[config.mk]
export PLATFORM = sky130hd
export DESIGN_NAME = synth_divider_config_loader
export DESIGN_NICKNAME = d
export VERILOG_FILES = /design/src/logic/synth_cfg_pkg.sv /design/src/logic/synth_divider_config_loader.sv
export SDC_FILE = /design/constraint.sdc
export NUM_CORES = 1
export LEC_CHECK = 0
export BUFFER_PORTS_ARGS = -buffer_cell sky130_fd_sc_hd__buf_2
export CAP_MARGIN = 5
export CORE_UTILIZATION = 53
export DETAILED_ROUTE_END_ITERATION = 10
export PLACE_DENSITY_LB_ADDON = 0.25
export SLEW_MARGIN = 40
export SYNTH_ARGS = -nofsm -noshare
export SYNTH_HDL_FRONTEND = slang
export SYNTH_SLANG_ARGS = --single-unit
[constraint.sdc]
create_clock -name CLK -period 3.53 [get_ports CLK]
set_input_delay 0.706 -clock CLK [delete_from_list [all_inputs] [get_ports CLK]]
set_output_delay 0.706 -clock CLK [all_outputs]
set_load 0.01 [all_outputs]
[src/logic/synth_cfg_pkg.sv]
// constants shared by the synthesizer configuration loader
`default_nettype none
package synth_cfg_pkg;
  // ****************************************
  // configuration field widths
  // ****************************************
  localparam int M_W     = 9;                 // feedback divider value
  localparam int N_W     = 2;                 // output divider code
  localparam int T_W     = 2;                 // test select pair
  localparam int FRAME_W = 13;                // serial frame length
  localparam int CNT_W   = 9;                 // half-period counters
  // frame layout, msb shifted first
  localparam int FRM_M_LSB = 0;
  localparam int FRM_N_LSB = 9;
  localparam int FRM_T_LSB = 11;
  // output divide value for each code, plain defaults
  localparam logic [CNT_W-1:0] N_DIV_TABLE [4] = '{9'h001, 9'h002, 9'h004, 9'h008};
  // test output selections
  localparam logic [T_W-1:0] TSEL_LOW   = 2'h0;
  localparam logic [T_W-1:0] TSEL_SDATA = 2'h1;
  localparam logic [T_W-1:0] TSEL_FB    = 2'h2;
  localparam logic [T_W-1:0] TSEL_SYN   = 2'h3;
  // reset values
  localparam logic [M_W-1:0]     M_RST     = 9'h000;
  localparam logic [N_W-1:0]     N_RST     = 2'h0;
  localparam logic [T_W-1:0]     T_RST     = 2'h0;
  localparam logic [FRAME_W-1:0] SHIFT_RST = 13'h0000;
  localparam logic [CNT_W-1:0]   CNT_ONE   = 9'h001;
  // ****************************************
  // register map on the bus
  // ****************************************
  localparam int ADDR_W = 4;
  localparam logic [ADDR_W-1:0] REG_STATUS  = 4'h0;
  localparam logic [ADDR_W-1:0] REG_CONTROL = 4'h4;
  localparam logic [ADDR_W-1:0] REG_SHIFT   = 4'h8;
  localparam int CTRL_HALT_BIT  = 0;
  localparam int STAT_M_LSB     = 0;
  localparam int STAT_N_LSB     = 9;
  localparam int STAT_T_LSB     = 11;
  localparam int STAT_SER_BIT   = 13;
  localparam int STAT_PAR_BIT   = 14;
  localparam logic [1:0] RESP_OKAY   = 2'h0;
  localparam logic [1:0] RESP_SLVERR = 2'h2;
  typedef enum logic [1:0] {SEL_STATUS, SEL_CONTROL, SEL_SHIFT, SEL_NONE} reg_sel_t;
endpackage
`default_nettype wire

[src/logic/synth_divider_config_loader.sv]
// configuration loader, dividers and test mux of the synthesizer
`default_nettype none
module synth_divider_config_loader
  import synth_cfg_pkg::*;
(
  input  wire logic              CLK,
  input  wire logic              RSTN,
  // register bus
  input  wire logic [ADDR_W-1:0] AWADDR,
  input  wire logic              AWVALID,
  output logic                   AWREADY,
  input  wire logic [31:0]       WDATA,
  input  wire logic [3:0]        WSTRB,
  input  wire logic              WVALID,
  output logic                   WREADY,
  output logic [1:0]             BRESP,
  output logic                   BVALID,
  input  wire logic              BREADY,
  input  wire logic [ADDR_W-1:0] ARADDR,
  input  wire logic              ARVALID,
  output logic                   ARREADY,
  output logic [31:0]            RDATA,
  output logic [1:0]             RRESP,
  output logic                   RVALID,
  input  wire logic              RREADY,
  // programming pins
  input  wire logic              PARALLEL_LATCH_STROBE_N,
  input  wire logic [M_W-1:0]    FEEDBACK_DIV_BITS,
  input  wire logic [N_W-1:0]    OUTPUT_DIV_BITS,
  input  wire logic              SERIAL_CLOCK,
  input  wire logic              SERIAL_DATA,
  input  wire logic              SERIAL_LOAD,
  // clocking pins
  input  wire logic              OSC_IN,
  input  wire logic              CRYSTAL_REF,
  input  wire logic              TEST_CLOCK_IN,
  input  wire logic              REFERENCE_SOURCE_SELECT,
  input  wire logic              MASTER_DIVIDER_RESET,
  input  wire logic              OUTPUT_DRIVE_EN0,
  input  wire logic              OUTPUT_DRIVE_EN1,
  output logic                   REFERENCE_OUT,
  output logic                   FEEDBACK_DIV_OUT,
  output logic                   SYNTHESIZED_CLOCK,
  output logic                   CLOCK_OUT0,
  output logic                   CLOCK_OUT0_OE_N,
  output logic                   CLOCK_OUT1,
  output logic                   CLOCK_OUT1_OE_N,
  output logic                   TEST_OUT
);

  // ****************************************
  // reset release
  // ****************************************
  logic [1:0] rst_sync_r;          // release chain
  logic       rst_n;               // synchronised reset

  // assert at once, release after two edges
  always_ff @(posedge CLK or negedge RSTN) begin
    if (!RSTN) begin
      rst_sync_r <= 2'h0;
    end else begin
      rst_sync_r <= {rst_sync_r[0], 1'b1};
    end
  end
  assign rst_n = rst_sync_r[1];

  // ****************************************
  // helpers
  // ****************************************
  // true on the last count before a toggle; the compare is not an equality
  // so a count left above a newly lowered limit toggles at once, not after wrapping
  function automatic logic last_half(input logic [CNT_W-1:0] cnt,
                                     input logic [CNT_W-1:0] lim);
    last_half = (cnt >= lim - CNT_ONE);
  endfunction

  // address decode, shared by read and write paths
  function automatic reg_sel_t decode(input logic [ADDR_W-1:0] a);
    unique case (a)
      REG_STATUS:  decode = SEL_STATUS;
      REG_CONTROL: decode = SEL_CONTROL;
      REG_SHIFT:   decode = SEL_SHIFT;
      default:     decode = SEL_NONE;
    endcase
  endfunction

  // ****************************************
  // configuration state
  // ****************************************
  logic [M_W-1:0]     m_r, m_nxt;        // feedback divide value
  logic [N_W-1:0]     n_r, n_nxt;        // output divider code
  logic [T_W-1:0]     t_r, t_nxt;        // test select pair
  logic [FRAME_W-1:0] sh_r, sh_nxt;      // serial shift register
  logic               pl_q_r;            // strobe of last cycle
  logic               sl_q_r;            // serial load of last cycle
  logic               sck_q_r;           // serial clock of last cycle
  logic               pl_rise;
  logic               sl_rise;
  logic               sck_rise;
  logic               serial_mode;       // parallel high, load low

  assign pl_rise     = PARALLEL_LATCH_STROBE_N & ~pl_q_r;
  assign sl_rise     = SERIAL_LOAD & ~sl_q_r;
  assign sck_rise    = SERIAL_CLOCK & ~sck_q_r;
  assign serial_mode = PARALLEL_LATCH_STROBE_N & ~SERIAL_LOAD;

  // next configuration; a serial event always beats an older latch
  always_comb begin
    m_nxt  = m_r;
    n_nxt  = n_r;
    t_nxt  = t_r;
    sh_nxt = sh_r;
    if (!PARALLEL_LATCH_STROBE_N) begin
      // strobe low: pins go straight to the dividers
      m_nxt = FEEDBACK_DIV_BITS;
      n_nxt = OUTPUT_DIV_BITS;
    end else if (pl_rise) begin
      // edge cycle: the pin value is captured and then held
      m_nxt = FEEDBACK_DIV_BITS;
      n_nxt = OUTPUT_DIV_BITS;
    end else if (sck_rise) begin
      sh_nxt = {sh_r[FRAME_W-2:0], SERIAL_DATA};
      if (SERIAL_LOAD) begin
        // load held high: shifted data reaches the dividers at once
        m_nxt = sh_nxt[FRM_M_LSB +: M_W];
        n_nxt = sh_nxt[FRM_N_LSB +: N_W];
        t_nxt = sh_nxt[FRM_T_LSB +: T_W];
      end
    end else if (sl_rise) begin
      m_nxt = sh_r[FRM_M_LSB +: M_W];
      n_nxt = sh_r[FRM_N_LSB +: N_W];
      t_nxt = sh_r[FRM_T_LSB +: T_W];
    end
    // load falling or level: values and shift register stay put
  end

  // register configuration; master reset leaves it alone
  always_ff @(posedge CLK or negedge rst_n) begin
    if (!rst_n) begin
      m_r     <= M_RST;
      n_r     <= N_RST;
      t_r     <= T_RST;
      sh_r    <= SHIFT_RST;
      pl_q_r  <= 1'b0;
      sl_q_r  <= 1'b0;
      sck_q_r <= 1'b0;
    end else begin
      m_r     <= m_nxt;
      n_r     <= n_nxt;
      t_r     <= t_nxt;
      sh_r    <= sh_nxt;
      pl_q_r  <= PARALLEL_LATCH_STROBE_N;
      sl_q_r  <= SERIAL_LOAD;
      sck_q_r <= SERIAL_CLOCK;
    end
  end

  // ****************************************
  // dividers and output pins
  // ****************************************
  logic             halt_r, halt_nxt;     // software divider hold
  logic             osc_q_r;              // oscillator of last cycle
  logic             osc_edge;             // either oscillator edge
  logic             div_hold;             // dividers held in reset
  logic [CNT_W-1:0] fb_cnt_r, fb_cnt_nxt; // feedback half periods
  logic             fb_r, fb_nxt;         // feedback divider output
  logic [CNT_W-1:0] od_cnt_r, od_cnt_nxt; // output half periods
  logic             syn_r, syn_nxt;       // synthesized clock
  logic [CNT_W-1:0] n_div;                // decoded divide value
  logic             test_r, test_nxt;     // test output
  logic             ref_r, ref_nxt;       // selected reference

  assign osc_edge = OSC_IN ^ osc_q_r;
  assign div_hold = MASTER_DIVIDER_RESET | halt_r;
  assign n_div    = N_DIV_TABLE[n_r];

  // counting both oscillator edges gives 50 percent duty even for odd
  // divide values, at the price of needing the osc below half of CLK
  always_comb begin
    fb_cnt_nxt = fb_cnt_r;
    fb_nxt     = fb_r;
    od_cnt_nxt = od_cnt_r;
    syn_nxt    = syn_r;
    if (div_hold) begin
      // held: counters cleared and outputs low
      fb_cnt_nxt = '0;
      fb_nxt     = 1'b0;
      od_cnt_nxt = '0;
      syn_nxt    = 1'b0;
    end else if (osc_edge) begin
      // zero divide value stops the feedback divider
      if (m_r != M_RST) begin
        if (last_half(fb_cnt_r, m_r)) begin
          fb_cnt_nxt = '0;
          fb_nxt     = ~fb_r;
        end else begin
          fb_cnt_nxt = fb_cnt_r + CNT_ONE;
        end
      end
      if (last_half(od_cnt_r, n_div)) begin
        od_cnt_nxt = '0;
        syn_nxt    = ~syn_r;
      end else begin
        od_cnt_nxt = od_cnt_r + CNT_ONE;
      end
    end
  end

  // test mux and reference select
  always_comb begin
    ref_nxt = REFERENCE_SOURCE_SELECT ? CRYSTAL_REF : TEST_CLOCK_IN;
    if (!PARALLEL_LATCH_STROBE_N) begin
      test_nxt = 1'b0;
    end else begin
      unique case (t_r)
        TSEL_LOW:   test_nxt = 1'b0;
        TSEL_SDATA: test_nxt = SERIAL_DATA;
        TSEL_FB:    test_nxt = fb_nxt;
        TSEL_SYN:   test_nxt = syn_nxt;
      endcase
    end
  end

  // register dividers and pin outputs
  always_ff @(posedge CLK or negedge rst_n) begin
    if (!rst_n) begin
      osc_q_r  <= 1'b0;
      fb_cnt_r <= '0;
      fb_r     <= 1'b0;
      od_cnt_r <= '0;
      syn_r    <= 1'b0;
      test_r   <= 1'b0;
      ref_r    <= 1'b0;
    end else begin
      osc_q_r  <= OSC_IN;
      fb_cnt_r <= fb_cnt_nxt;
      fb_r     <= fb_nxt;
      od_cnt_r <= od_cnt_nxt;
      syn_r    <= syn_nxt;
      test_r   <= test_nxt;
      ref_r    <= ref_nxt;
    end
  end

  assign REFERENCE_OUT     = ref_r;
  assign FEEDBACK_DIV_OUT  = fb_r;
  assign SYNTHESIZED_CLOCK = syn_r;
  assign TEST_OUT          = test_r;
  // both outputs carry the same divided clock, each with its own enable
  assign CLOCK_OUT0        = syn_r;
  assign CLOCK_OUT1        = syn_r;
  assign CLOCK_OUT0_OE_N   = ~OUTPUT_DRIVE_EN0;
  assign CLOCK_OUT1_OE_N   = ~OUTPUT_DRIVE_EN1;

  // ****************************************
  // register bus slave
  // ****************************************
  logic              aw_full_r, aw_full_nxt;   // write address held
  logic [ADDR_W-1:0] aw_addr_r, aw_addr_nxt;
  logic              w_full_r, w_full_nxt;     // write data held
  logic [31:0]       w_data_r, w_data_nxt;
  logic [3:0]        w_strb_r, w_strb_nxt;
  logic              bvalid_r, bvalid_nxt;
  logic [1:0]        bresp_r, bresp_nxt;
  logic              rvalid_r, rvalid_nxt;
  logic [1:0]        rresp_r, rresp_nxt;
  logic [31:0]       rdata_r, rdata_nxt;
  logic [31:0]       status_word;              // live configuration view

  // a new write is refused until its response has been taken
  assign AWREADY = ~aw_full_r & ~bvalid_r;
  assign WREADY  = ~w_full_r & ~bvalid_r;
  assign ARREADY = ~rvalid_r;
  assign BVALID  = bvalid_r;
  assign BRESP   = bresp_r;
  assign RVALID  = rvalid_r;
  assign RRESP   = rresp_r;
  assign RDATA   = rdata_r;

  always_comb begin
    status_word = '0;
    status_word[STAT_M_LSB +: M_W] = m_r;
    status_word[STAT_N_LSB +: N_W] = n_r;
    status_word[STAT_T_LSB +: T_W] = t_r;
    status_word[STAT_SER_BIT]      = serial_mode;
    status_word[STAT_PAR_BIT]      = ~PARALLEL_LATCH_STROBE_N;
  end

  // write and read channel bookkeeping
  always_comb begin
    aw_full_nxt = aw_full_r;
    aw_addr_nxt = aw_addr_r;
    w_full_nxt  = w_full_r;
    w_data_nxt  = w_data_r;
    w_strb_nxt  = w_strb_r;
    bvalid_nxt  = bvalid_r;
    bresp_nxt   = bresp_r;
    halt_nxt    = halt_r;
    rvalid_nxt  = rvalid_r;
    rresp_nxt   = rresp_r;
    rdata_nxt   = rdata_r;
    if (AWVALID && AWREADY) begin
      aw_full_nxt = 1'b1;
      aw_addr_nxt = AWADDR;
    end
    if (WVALID && WREADY) begin
      w_full_nxt = 1'b1;
      w_data_nxt = WDATA;
      w_strb_nxt = WSTRB;
    end
    if (aw_full_r && w_full_r) begin
      // both halves present: commit and answer next cycle
      aw_full_nxt = 1'b0;
      w_full_nxt  = 1'b0;
      bvalid_nxt  = 1'b1;
      bresp_nxt   = RESP_OKAY;
      unique case (decode(aw_addr_r))
        SEL_CONTROL: begin
          if (w_strb_r[0]) begin
            halt_nxt = w_data_r[CTRL_HALT_BIT];
          end
        end
        SEL_STATUS, SEL_SHIFT: begin
          // read-only words ignore the data
        end
        SEL_NONE: bresp_nxt = RESP_SLVERR;
      endcase
    end else if (bvalid_r && BREADY) begin
      bvalid_nxt = 1'b0;
    end
    if (ARVALID && ARREADY) begin
      rvalid_nxt = 1'b1;
      rresp_nxt  = RESP_OKAY;
      unique case (decode(ARADDR))
        SEL_STATUS:  rdata_nxt = status_word;
        SEL_CONTROL: rdata_nxt = {31'h00000000, halt_r};
        SEL_SHIFT:   rdata_nxt = {19'h00000, sh_r};
        SEL_NONE: begin
          rdata_nxt = '0;
          rresp_nxt = RESP_SLVERR;
        end
      endcase
    end else if (rvalid_r && RREADY) begin
      rvalid_nxt = 1'b0;
    end
  end

  // register bus state
  always_ff @(posedge CLK or negedge rst_n) begin
    if (!rst_n) begin
      aw_full_r <= 1'b0;
      aw_addr_r <= '0;
      w_full_r  <= 1'b0;
      w_data_r  <= '0;
      w_strb_r  <= '0;
      bvalid_r  <= 1'b0;
      bresp_r   <= RESP_OKAY;
      halt_r    <= 1'b0;
      rvalid_r  <= 1'b0;
      rresp_r   <= RESP_OKAY;
      rdata_r   <= '0;
    end else begin
      aw_full_r <= aw_full_nxt;
      aw_addr_r <= aw_addr_nxt;
      w_full_r  <= w_full_nxt;
      w_data_r  <= w_data_nxt;
      w_strb_r  <= w_strb_nxt;
      bvalid_r  <= bvalid_nxt;
      bresp_r   <= bresp_nxt;
      halt_r    <= halt_nxt;
      rvalid_r  <= rvalid_nxt;
      rresp_r   <= rresp_nxt;
      rdata_r   <= rdata_nxt;
    end
  end

endmodule
`default_nettype wire

; ---- Yosys cells after proc, flatten, opt, wreduce, memory -nomap -nowiden
; Cells that the tools add are included.
[word_totals]
reg_bits = 101
in_bits = 73
output_inout_bits = 49
wordCells = 142
[classes]
addsub = 4
order_cmp = 3
eq_ne = 15
mux = 48
bitwise = 23
n_reduce_logical = 23
[ops]
columns = operator, count
row1 = $pmux 32 s4, 1
row2 = $mux 9, 14
row3 = $mux 2, 12
row4 = $add 9x1->9 const B, 2
row5 = $bmux 9 s2, 1
row6 = $ge 9x9->1, 2
row7 = $sub 9x1->9 const B, 2
row8 = $mux 1, 17
row9 = $not 1->1, 14
row10 = $reduce_bool 2->1, 7
row11 = $pmux 2 s3, 2
row12 = $eq 2x2->1 const B, 5
row13 = $reduce_bool 9->1, 1
row14 = $eq 4x3->1 const B, 2
row15 = $eq 4x4->1 const B, 2
row16 = $logic_not 4->1, 2
row17 = $and 1x1->1, 6
row18 = $eq 2x1->1 const B, 3
row19 = $logic_and 1x1->1, 6
row20 = $reduce_and 3->1, 2
row21 = $logic_not 2->1, 2
row22 = $ne 4x1->1 const B, 1
row23 = $ne 4x4->1 const B, 1
row24 = $pmux 1 s4, 1
row25 = other kinds (7), 8

; ---- Depth between registers and ports, before layout
[depth]
word_depth = 11
mapped_depth = 12
depth_no_buf = 12

; ---- Least setup slack after synthesis
; Ideal clock, no wire load.
[synth_timing]
kind = flip-flop to flip-flop
startpoint = reg m_r[0]
endpoint = reg fb_cnt_r[6]
setup_time_ps = 67
t_arrival_ps = 2585
required_time_ps = 3463
setup_slack_ps = 878
stages_incl_launch_ff = 13
n_path_buf = 0
synth_period_minus_slack_ps = 2652
path_cell_list = dfrtp_1 -> inv_1 -> ha_1 -> inv_1 -> or3_1 -> xor2_1 -> ha_1 -> a21oi_1 -> nor2_1 -> a21oi_1 -> nand3_1 -> a21oi_1 -> a22o_1
[synth_via]
elab_chain_len = 6
[synth_rtl]
columns = element, line_no
row1 = start: declaration, synth_divider_config_loader.sv:90  ; logic [M_W-1:0] m_r, m_nxt;
row2 = start signal: assignment, synth_divider_config_loader.sv:148  ; m_r <= m_nxt;
row3 = $sub 9x1->9, synth_divider_config_loader.sv:74  ; last_half = (cnt >= lim - CNT_ONE);
row4 = $ge 9x9->1, synth_divider_config_loader.sv:74
row5 = $mux 9, synth_divider_config_loader.sv:193  ; if (last_half(fb_cnt_r, m_r)) begin
row6 = $mux 9, synth_divider_config_loader.sv:192  ; if (m_r != M_RST) begin
row7 = $mux 9, synth_divider_config_loader.sv:190  ; end else if (osc_edge) begin
row8 = $mux 9, synth_divider_config_loader.sv:184  ; if (div_hold) begin
row9 = end signal: assignment, synth_divider_config_loader.sv:236  ; fb_cnt_r <= fb_cnt_nxt;
row10 = end: declaration, synth_divider_config_loader.sv:165  ; logic [CNT_W-1:0] fb_cnt_r, fb_cnt_nxt;
; Several ways; a longest one is shown, not always the timed one. The select of a mux whose other input is x is not followed.
; A chain may end at the register's enable or synchronous reset.

; ---- Worst setup path after layout
[layout_timing]
startpoint = reg m_r[0]
endpoint = reg fb_cnt_r[8]
; Same word-level chain as after synthesis.

==> impl_metrics.json <==
{
  "drc": 0,
  "grtUsageTotal_pct": 22.0,
  "start_util_pct": 55.8,
  "cts_hold_buffers": 0,
  "yosys_register_bits": 82,
  "clk_path_buf_depth": 2,
  "fin_tns_setup_ns": 0,
  "layout-drive-gt1-share_pct": 21.9,
  "clock_skew_ns": 0.0173,
  "grt_setup_unrepaired": "false",
  "cts_resized": 0,
  "yosys-top-cells-area": "dfrtp_1 (47%), ha_1 (6.3%), nand2_1 (5.6%)",
  "syn_to_final_growth_pct": 15.0,
  "cts_buffers": 9,
  "antennaDiodeCount": 0,
  "period_needed_ns": 3.21,
  "slowest_stage": "a21oi_1",
  "crit_path_max_incr_delay_ns": 0.50,
  "slew_headroom_pct": 56.7,
  "synth_top_area_share_pct": 46.7,
  "grt_pass1_wl_um": 14900,
  "synth-async-reset-ratio_pct": 100,
  "syn_inst": 457,
  "cts.sinks": 82,
  "worstSetupPathType": "reg -> reg",
  "portBuffers": 68,
  "fin_area_sq_mm": 0.00506,
  "rrSetupSlack_ns": 0.32,
  "critPathCaptureType": "flop",
  "start_kind": "flop",
  "timing.max_cap.violations": 0,
  "die_x_um": 93.1,
  "cts_tree": "built",
  "outcome": "complete, no violations",
  "post_cts_buffers": 0,
  "antenna_found_initial": 0,
  "ys.flop_type": "dfrtp_1",
  "clk_pin_slew_ns": 0.09,
  "most-common-layout-cells": "dfrtp_1 (81), buf_2 (68), nand2_1 (65)",
  "synth_edf_count": 0,
  "tightest_slew_ns": 0.647,
  "worst_skew_pair.late_latency_ns": 0.36,
  "crit_arrival_ns": 3.51,
  "grt_pass1_vias": 3304,
  "fmax_mhz": 311,
  "cts-root-buf": "clkbuf_8",
  "timing.rr.end": "fb_cnt_r[8]",
  "num_rows": 32,
  "reg2reg_from": "m_r[0]",
  "fin_nets": 624,
  "htree_levels": 3,
  "pwr_density_cell_mw_per_mm2": 481,
  "hpwlAfterDp_um": 6960,
  "place_area_sq_mm": 0.00483,
  "vias": 3459,
  "crit_top_cell": "a21oi_1",
  "worst_hold_path_type": "in -> async",
  "final_common_cell": "dfrtp_1",
  "setup_viol": 0,
  "crit_start": "m_r[0]",
  "yosys_warnings": 0,
  "syn_area_sq_mm": 0.00440,
  "yosys.area.top_type": "dfrtp_1",
  "crit_required_ns": 3.83,
  "drtPass1Iterations": 6,
  "ant_nets": 0,
  "die_area_sq_mm": 0.00867,
  "drtIter0Drc": 136,
  "totalWireLength_um": 9000,
  "core_sq_mm": 0.00789,
  "num_io_pins": 122,
  "place_congestion": 0.875,
  "worstRegToRegCells": 12,
  "peakVddDrop_mv": 0.328,
  "wl_per_cell_um": 14.2,
  "final.fill_count": 672,
  "die_h_um": 93.1,
  "ys_seq_area_share_pct": 46.7,
  "path_cells": "inv_1, ha_1, inv_1, or3_1, xor2_1, ha_1, a21oi_1, nor2_1, a21oi_1, nand3_1, a21oi_1, a22o_1",
  "cp_max_fo": 7,
  "synthDistinctLibCells": 45,
  "endpoint": "fb_cnt_r[8]",
  "p_leak_uw": 0.00243,
  "hold_viol_final": 0,
  "via_per_inst": 5.44,
  "synth.avg_cell_area_sq_um": 9.62,
  "gr-total-overflow": 0,
  "finalMaxSlewViolations": 0,
  "final.period_utilization_pct": 91.0,
  "grt_max_degree": 39
}
==> sequential cells by signal, summed over array words and instances, names as in the netlist, 2 cells and up <==
register and cells:
sh_r 13, n_r 2, fb_cnt_r 9, od_cnt_r 9, t_r 2, m_r 9, aw_addr_r 4, rst_sync_r 2
RDATA 15
==> worst min-delay path by stage <==
| stage | startpoint | to | slack (ns) | cells past startpoint |
|---|---|---|---|---|
| after floorplan | rst_sync_r[0] | rst_sync_r[1] | 0.33 | 0 |
| after global placement | rst_sync_r[0] | rst_sync_r[1] | 0.34 | 0 |
| after detailed placement | rst_sync_r[1] | BVALID | 0.21 | 0 |
| after CTS | RSTN | rst_sync_r[1] | 0.11 | 1 |
| after global routing | RSTN | rst_sync_r[1] | 0.12 | 1 |
| final | RSTN | rst_sync_r[1] | 0.12 | 1 |
==> critical path: cells and delay by family (launching register included) <==
| family | cells | cell delay [ns] |
|---|---|---|
| buffers and inverters | 2 | 0.28 |
| flip-flops | 1 | 0.42 |
| XOR/XNOR | 1 | 0.15 |
| AND/OR/NAND/NOR | 3 | 0.70 |
| adder cells (fa/ha/maj) | 2 | 0.52 |
| AO/OA/AOI/OAI | 4 | 1.09 |
==> layer usage <==
layer / GRT usage (%) / share of wire [%]
met5: 0 / 0
met2: 37.7 / 50
met1: 27.7 / 44
met3: 3.33 / 4.1
met4: 9.36 / 2.0
==> power breakdown <==
group / switching [uW] / leakage (uW) / total, uW / internal, uW
sequential: 117 / 0.00108 / 1180 / 1060
clock: 347 / 0.000114 / 771 / 423
combinational: 271 / 0.00124 / 486 / 215
total: 735 / 0.00243 / 2430 / 1700
==> cell usage after synthesis (all sizes together), types with 5 or more instances <==
library cell	number
xor2	7
buf	23
a22o	6
ha	22
clkbuf	11
nand3	12
o21ai	47
a22oi	16
and3	5
inv	18
nor2	24
nor3	7
dfrtp	82
mux2	20
mux2i	5
nand2	66
a21oi	27
nor2b	9
xnor2	9
==> logic make-up (layout without fill, tap and decap cells) <==
group | after synthesis | count (layout) | synth area share, %
AND/OR/NAND/NOR | 147 | 147 | 15.7
multiplexers | 25 | 25 | 6.26
flip-flops | 82 | 82 | 46.7
other | 2 | 24 | 0.171
AO/OA/AOI/OAI | 111 | 111 | 15.4
XOR/XNOR | 16 | 16 | 3.36
adder cells (fa/ha/maj) | 22 | 22 | 6.26
buffers and inverters | 52 | 107 | 6.23
==> layout make-up <==
cell class / count / area [sq um] / area share, %
multi-input combinational: 345 / 2180 / 43.1
timing repair buffer: 73 / 403 / 7.96
clock buffer: 11 / 141 / 2.79
sequential: 82 / 2060 / 40.6
tap: 102 / 128 / 2.52
inverter: 18 / 67.6 / 1.34
clock inverter: 5 / 86.3 / 1.71
==> through the flow <==
| step | total power, uW | utilization, % | hold slack, ns | cells | worst slack [ns] |
|---|---|---|---|---|---|
| 6_report | 2430 | 64.1 | 0.124 | 636 | 0.317 |
| 3_5_place_dp | 1680 | 61.2 | 0.207 | 620 | 0.380 |
| 5_1_grt | 2560 | 64.1 | 0.121 | 636 | 0.110 |
| 3_3_place_gp | 1650 | 60.6 | 0.342 | 618 | 0.485 |
| 2_1_floorplan | 1530 | - | 0.331 | 479 | 0.878 |
| 4_1_cts | 2450 | 64.1 | 0.114 | 636 | 0.328 |
Note: power is estimated with default switching activity, not from simulation.
